`src/design/cer_pkg.sv`:
```
package cer_pkg;
   // ------------------------------------------------------------
   // command opcodes
   // ------------------------------------------------------------
   localparam logic [7:0] CER_CMD_WR_ENMODE   = 8'h4A;
   localparam logic [7:0] CER_CMD_RD_ENMODE   = 8'h4B;
   localparam logic [7:0] CER_CMD_RT_KEEP     = 8'h4D;
   localparam logic [7:0] CER_CMD_RT_CLEAR    = 8'h4F;
   localparam logic [7:0] CER_CMD_WR_SLOTS    = 8'h44;
   localparam logic [7:0] CER_CMD_RD_SLOTS    = 8'h45;
   localparam logic [7:0] CER_RT_CMD_MASK     = 8'hFD;
   localparam int         CER_RT_CLEAR_BIT    = 1;
   // ------------------------------------------------------------
   // channel enable and mode layout
   // ------------------------------------------------------------
   localparam logic [7:0] CER_ENMODE_RESET    = 8'h0F;
   localparam int         CER_RBE_BIT         = 6;
   localparam int         CER_DRIVE_BIT       = 5;
   localparam int         CER_LPM_BIT         = 4;
   localparam int         CER_NUM_CHAN        = 4;
   localparam logic [3:0] CER_NO_CHAN         = 4'h0;

   typedef enum logic [0:0] {
      CER_IDLE,
      CER_WR_DATA
   } cer_phase_type;

   typedef struct packed {
      cer_phase_type phase;
      logic [7:0]    enmode;
      logic          rd_valid;
      logic [7:0]    rd_byte;
      logic          irq_clear;
      logic          refused;
      logic          low_power;
   } cer_state_type;
endpackage

```
`src/design/cer_rt_if.sv`:
```
`timescale 1ns/1ns
`default_nettype none
interface cer_rt_if;
   logic [3:0] debounced;
   logic [3:0] second;
   logic [7:0] rt_byte;
   modport packer (input debounced, input second, output rt_byte);
   modport user   (output debounced, output second, input rt_byte);
endinterface
`default_nettype wire

```
`src/design/cer_rt_pack.sv`:
```
`timescale 1ns/1ns
`default_nettype none
module cer_rt_pack
   import cer_pkg::*;
(
   cer_rt_if.packer rt   // line input bits in, packed byte out
);
   // ------------------------------------------------------------
   // interleave channel bits
   // ------------------------------------------------------------
   genvar g;
   generate
      for (g = 0; g < CER_NUM_CHAN; g++)
      begin : g_chan
         assign rt.rt_byte[2*g]   = rt.debounced[g];
         assign rt.rt_byte[2*g+1] = rt.second[g];
      end
   endgenerate
endmodule
`default_nettype wire

```
`src/design/cer_regs.sv`:
```
`timescale 1ns/1ns
`default_nettype none
// What this block does
// - 4A writes, 4B reads enable/mode; one data byte follows.
// - robbed-bit handling active only when bit 6 set and mu-law selected.
// - enable bits 0..3 gate channel-specific commands per channel.
// - 4D reads real-time byte keeping interrupt; 4F also clears it.
// - both real-time opcodes return the same byte.
// - debounced bits sit in even positions, channel 1 at bit 0.
// - second bits sit in odd positions, channel 1 at bit 1.
// - channel 2 enable gates like the others.
// - real-time read works whatever the enable bits are.
// - slot/edge commands refused while no channel is enabled.
// - standby channel counts as inactive.
module cer_regs
   import cer_pkg::*;
#(
   parameter int NUM_CHAN = CER_NUM_CHAN
)
(
   input  wire logic       i_clk,                  // 100 MHz clock
   input  wire logic       i_rst,                  // sync reset, high
   input  wire logic       i_byte_valid,           // host byte strobe
   input  wire logic [7:0] i_byte,                 // host command or data byte
   input  wire logic [3:0] i_debounced_in,         // debounced first bits
   input  wire logic [3:0] i_second_in,            // second or muxed bits
   input  wire logic [3:0] i_channel_active_flag,  // per channel active
   input  wire logic       i_mulaw_select,         // mu-law companding on
   output logic            o_rd_valid,             // read byte strobe
   output logic [7:0]      o_rd_byte,              // read byte
   output logic            o_rt_irq_clear,         // clear rt interrupt
   output logic [3:0]      o_chan_cmd_accept,      // per channel accept
   output logic            o_shared_slot_allowed,  // slot/edge access ok
   output logic            o_shared_refused,       // slot cmd refused
   output logic            o_robbed_bit_active,    // robbed-bit on rx path
   output logic            o_analog_output_drive_select, // drive config
   output logic            o_low_power             // reduced-power state
);
   if (NUM_CHAN != CER_NUM_CHAN)
   begin : g_bad_chan
      $error("cer_regs serves exactly four channels");
   end

   cer_state_type state_reg;
   cer_state_type state_next;
   cer_rt_if      rt ();

   assign rt.debounced = i_debounced_in;
   assign rt.second    = i_second_in;

   cer_rt_pack u_pack (
      .rt (rt.packer)
   );

   // ------------------------------------------------------------
   // command decode
   // ------------------------------------------------------------
   logic cmd_ok;
   logic is_rt;
   logic is_slots;
   logic clr_cmd;

   assign cmd_ok   = i_byte_valid && (state_reg.phase == CER_IDLE);
   assign is_rt    = (i_byte & CER_RT_CMD_MASK) == CER_CMD_RT_KEEP;
   assign is_slots = (i_byte == CER_CMD_WR_SLOTS) || (i_byte == CER_CMD_RD_SLOTS);
   assign clr_cmd  = cmd_ok && (i_byte == CER_CMD_RT_CLEAR);

   always_comb
   begin
      state_next           = state_reg;
      state_next.rd_valid  = 1'b0;
      state_next.irq_clear = 1'b0;
      state_next.refused   = 1'b0;
      unique case (state_reg.phase)
         CER_IDLE:
         begin
            if (cmd_ok && i_byte == CER_CMD_WR_ENMODE)
            begin
               state_next.phase = CER_WR_DATA;
            end
            else if (cmd_ok && i_byte == CER_CMD_RD_ENMODE)
            begin
               state_next.rd_valid = 1'b1;
               state_next.rd_byte  = state_reg.enmode;
            end
            else if (cmd_ok && is_rt)
            begin
               state_next.rd_valid  = 1'b1;
               state_next.rd_byte   = rt.rt_byte;
               state_next.irq_clear = i_byte[CER_RT_CLEAR_BIT];
            end
            else if (cmd_ok && is_slots)
            begin
               state_next.refused = state_reg.enmode[3:0] == CER_NO_CHAN;
            end
         end
         CER_WR_DATA:
         begin
            if (i_byte_valid)
            begin
               state_next.enmode = i_byte;
               state_next.phase  = CER_IDLE;
            end
         end
      endcase
      // reduced power only while all channels in standby
      state_next.low_power = state_next.enmode[CER_LPM_BIT]
                             && (i_channel_active_flag == CER_NO_CHAN);
      if (i_rst)
      begin
         state_next           = '0;
         state_next.phase     = CER_IDLE;
         state_next.enmode    = CER_ENMODE_RESET;
      end
   end

   always_ff @(posedge i_clk)
   begin
      state_reg <= state_next;
   end

   // ------------------------------------------------------------
   // outputs
   // ------------------------------------------------------------
   assign o_rd_valid             = state_reg.rd_valid;
   assign o_rd_byte              = state_reg.rd_byte;
   assign o_rt_irq_clear         = state_reg.irq_clear;
   assign o_chan_cmd_accept      = state_reg.enmode[3:0];
   assign o_shared_slot_allowed  = state_reg.enmode[3:0] != CER_NO_CHAN;
   assign o_shared_refused       = state_reg.refused;
   assign o_robbed_bit_active    = state_reg.enmode[CER_RBE_BIT] && i_mulaw_select;
   assign o_analog_output_drive_select = state_reg.enmode[CER_DRIVE_BIT];
   assign o_low_power            = state_reg.low_power;
endmodule
`default_nettype wire

```
`config.mk`:
```
export PLATFORM = sky130hd
export DESIGN_NAME = cer_regs
export DESIGN_NICKNAME = d
export VERILOG_FILES = /design/src/design/cer_pkg.sv /design/src/design/cer_rt_if.sv /design/src/design/cer_rt_pack.sv /design/src/design/cer_regs.sv
export SDC_FILE = /design/constraint.sdc
export NUM_CORES = 1
export LEC_CHECK = 0
export BUFFER_PORTS_ARGS = -buffer_cell sky130_fd_sc_hd__buf_2
export CAP_MARGIN = 20
export CORE_ASPECT_RATIO = 0.8
export CORE_MARGIN = 5
export CORE_UTILIZATION = 50
export DETAILED_ROUTE_END_ITERATION = 12
export PLACE_DENSITY = 0.82
export SYNTH_ARGS = -nofsm -noshare
export SYNTH_HDL_FRONTEND = slang
export SYNTH_SLANG_ARGS = --single-unit
```
`constraint.sdc`:
```
create_clock -name i_clk -period 2.4 [get_ports i_clk]
set_clock_uncertainty 0.2 [all_clocks]
set_input_delay 0.24 -clock i_clk [delete_from_list [all_inputs] [get_ports i_clk]]
set_output_delay 0.24 -clock i_clk [all_outputs]
set_load 0.005 [all_outputs]
```
==> metrics.md <==
| Metric | Value |
|---|---|
| #FFs+latches synth | 21 |
| Crit path launch type | primary input |
| Drt via density | 6.07 |
| Starting Density | a little over half |
| DP Cell Count | roughly 170 |
| Pre-antenna DRT Iters | 4 |
| Pins Over Slew Limit | 0 |
| Leak | 0.504 nW |
| Hold Violations, Final | 0 |
| Clock Power Share | ~28% |
| Global route overflow | 0 |
| Max transition margin | 58.2% |
| Buffers on Ports | 42 |
| Row Count | 14 |
| Vias in the first global route | between 1000 and 1500 |
| Worst setup EP type | flop |
| Tcrit/Tclk final | between 90 and 100% |
| Clock buffer depth | 2 |
| Syn_nets | between 100 and 150 |
| Peak VDD IR | ~0.00035 V |
| Via count | approximately 1100 |
| Fillers | 172 |
| Final Non-Filler Cells | between 150 and 200 |
| RSZ-0062 raised after global routing | no |
| NumNets Final | 181 |
| Largest register FFs | 8 |
| TritonCTS buffer count | 3 |
| First-pass GRT wire length | between 4000 and 5000 um |
| Slew @ Worst Pin | roughly 620 ps |
| Status | finished clean |
| Sw Pwr | ~0.00014 W |
| Commonest cells after routing, fill and taps aside | buf_2, dfxtp_1, nand3_1 |
| Num Clock Sinks | 21 |
| Largest net degree at the start of global routing | 17 |
| Share of layout cells above drive strength 1 | 30.1% |
| Post-Syn Instances | 123 |
| Hold Path Depth | 3 |
| HPWL after DPL | 2070 um |
| Core ar. | roughly 2000 um2 |
| DIE AREA | 3150 um2 |
| Worst-path clk slew | roughly 100 ps |
| Max_cap viols | 0 |
| Synth Cell Area | roughly 1100 um2 |
| Worst skew pair latency | 300 ps |
| Crit path max fanout | 16 |
| Total Routing Usage GR | between 10% and 20% |
| WL/cell | 15.8 um |
| Final TNS setup | 0 ps |
| Req. time, crit path | between 2000 and 2500 ps |
| Drc violations | 0 |
| Io pins | 43 |
| Sequential share of power | about three fifths |
| Main area contributors after synthesis | dfxtp_1, buf_4, o41ai_1, nand3_1, o31ai_1 |
| N_diodes | 0 |
| Antenna violations before repair | 0 |
| Number of setup buffers added after CTS | 0 |
| Yosys top cell area share | between 30% and 40% |
| Sw Share | ~24% |
| P_int | 0.000445 W |
| Die Ht | between 50 and 60 um |
| Die X | just over 60 um |
| Root Buffer | clkbuf_4 |
| Unique cell type count in the Yosys netlist | 26 |
| Cell Pwr Density | around 460 nW/um2 |
| Final wirelength | about 2800 um |
| Finish-stage setup viols | 0 |
| Final Wtd Congestion | about 0.84 |
| Cell depth of the worst flop-to-flop path | 3 |
| CTS tree | built |
| Crit path kind | primary input to flop |
| Critical Path AT | 2200 ps |
| Part of the Yosys area used for sequential elements | between 30% and 40% |
| Worst Hold Class | primary input to flop |
| H-tree levels | 1 |
| Area Growth Syn to Fin | 20.5% |
| Combinational share of power | about an eighth |
| Post-synth top area cell | dfxtp_1 |
| Min Tclk post-route | between 2000 and 2500 ps |
| Average cell area after synthesis | 8.63 um2 |
| Commonest non-fill, non-tap cell in the layout | buf_2 |
| YS warnings | 0 |
| Initial DRC Count | 29 |
| Max Freq | 0.450 GHz |
| Antenna-violating nets left | 0 |
-- power by group through the flow --
stage	Clock (W)	Combinational [W]	Sequential [W]
floorplan	0	0.0000332	0.000357
detailed placement	0	0.0000604	0.000358
global route	0.000185	0.0000786	0.000350
CTS	0.000170	0.0000696	0.000350
global placement	0	0.0000580	0.000358
finish	0.000168	0.0000712	0.000350
-- cell usage after synthesis --
cell type,count
nand2_1,11
and2_1,2
o31ai_1,8
inv_1,1
a211oi_1,2
buf_4,12
nand3_1,12
buf_1,1
o41ai_1,8
nor3_1,1
nor2b_1,1
buf_2,1
dfxtp_1,21
buf_6,1
nor4b_1,2
nand3b_1,3
a21oi_1,5
nand4b_1,1
or4b_2,1
nand4_1,9
and3b_1,1
or4b_1,1
clkbuf_1,7
nand2b_1,1
a31oi_1,8
or4_1,2
-- cell type report --
cell class              instances  area (um2)  area share (%)
well taps                      24        30.0            2.35
repair buffers                 51         298            23.3
flip-flops and latches         21         420            32.9
multi-input cells              79         500            39.1
inverters                       1        3.75           0.294
clock buffers                   4        26.3            2.05
-- path summary, 6_finish.rpt --
kind	start	slack [ps]	endpoint
max	i_byte[7]	180	o_rd_byte[4]
min	i_second_in[0]	5	o_rd_byte[1]
max reg2reg	state_reg[20]	500	o_rd_byte[4]
min reg2reg	state_reg[19]	290	state_reg[19]
-- cell families after synthesis --
kind of cell | Yosys count | share of synthesized area (%)
flops | 21 | 39.6
compound gates | 31 | 20.8
buf+inv | 23 | 13.2
simple gates | 48 | 26.4
-- stage by stage --
stage                     setup WS (ps)  instance area, um2  hold slack, ps  utilization [%]  power, W
final                               176                1280            4.88             65.8  0.000589
after global routing               49.4                1280            7.13             65.8  0.000613
after CTS                           198                1280           0.431             65.8  0.000590
after detailed placement            411                1170             263             60.3  0.000418
after global placement              423                1170             258             60.3  0.000415
after floorplan                     671                1060             187                -  0.000391
-- timing repair --
action,4_1_cts,5_1_grt
endpoints found under the hold margin,7,0
hold buffers,8,0
gates resized for setup,0,0
-- critical path: stages --
cell and delay (ps):
dlygate4sd3_1 530, buf_2 130, or4b_1 790, o41ai_1 420
a31oi_1 80
-- metal layers --
metal  track usage (%)  routed length [um]  vias to the layer above
met1              24.8                1250                      529
met2              31.9                1440                       27
met3              5.29                 150                        3
met4              5.65                   8                        0
li1                  -                   -                      533
met5                 0                   0                        -
No activity file was read; power rests on OpenSTA's default activity.
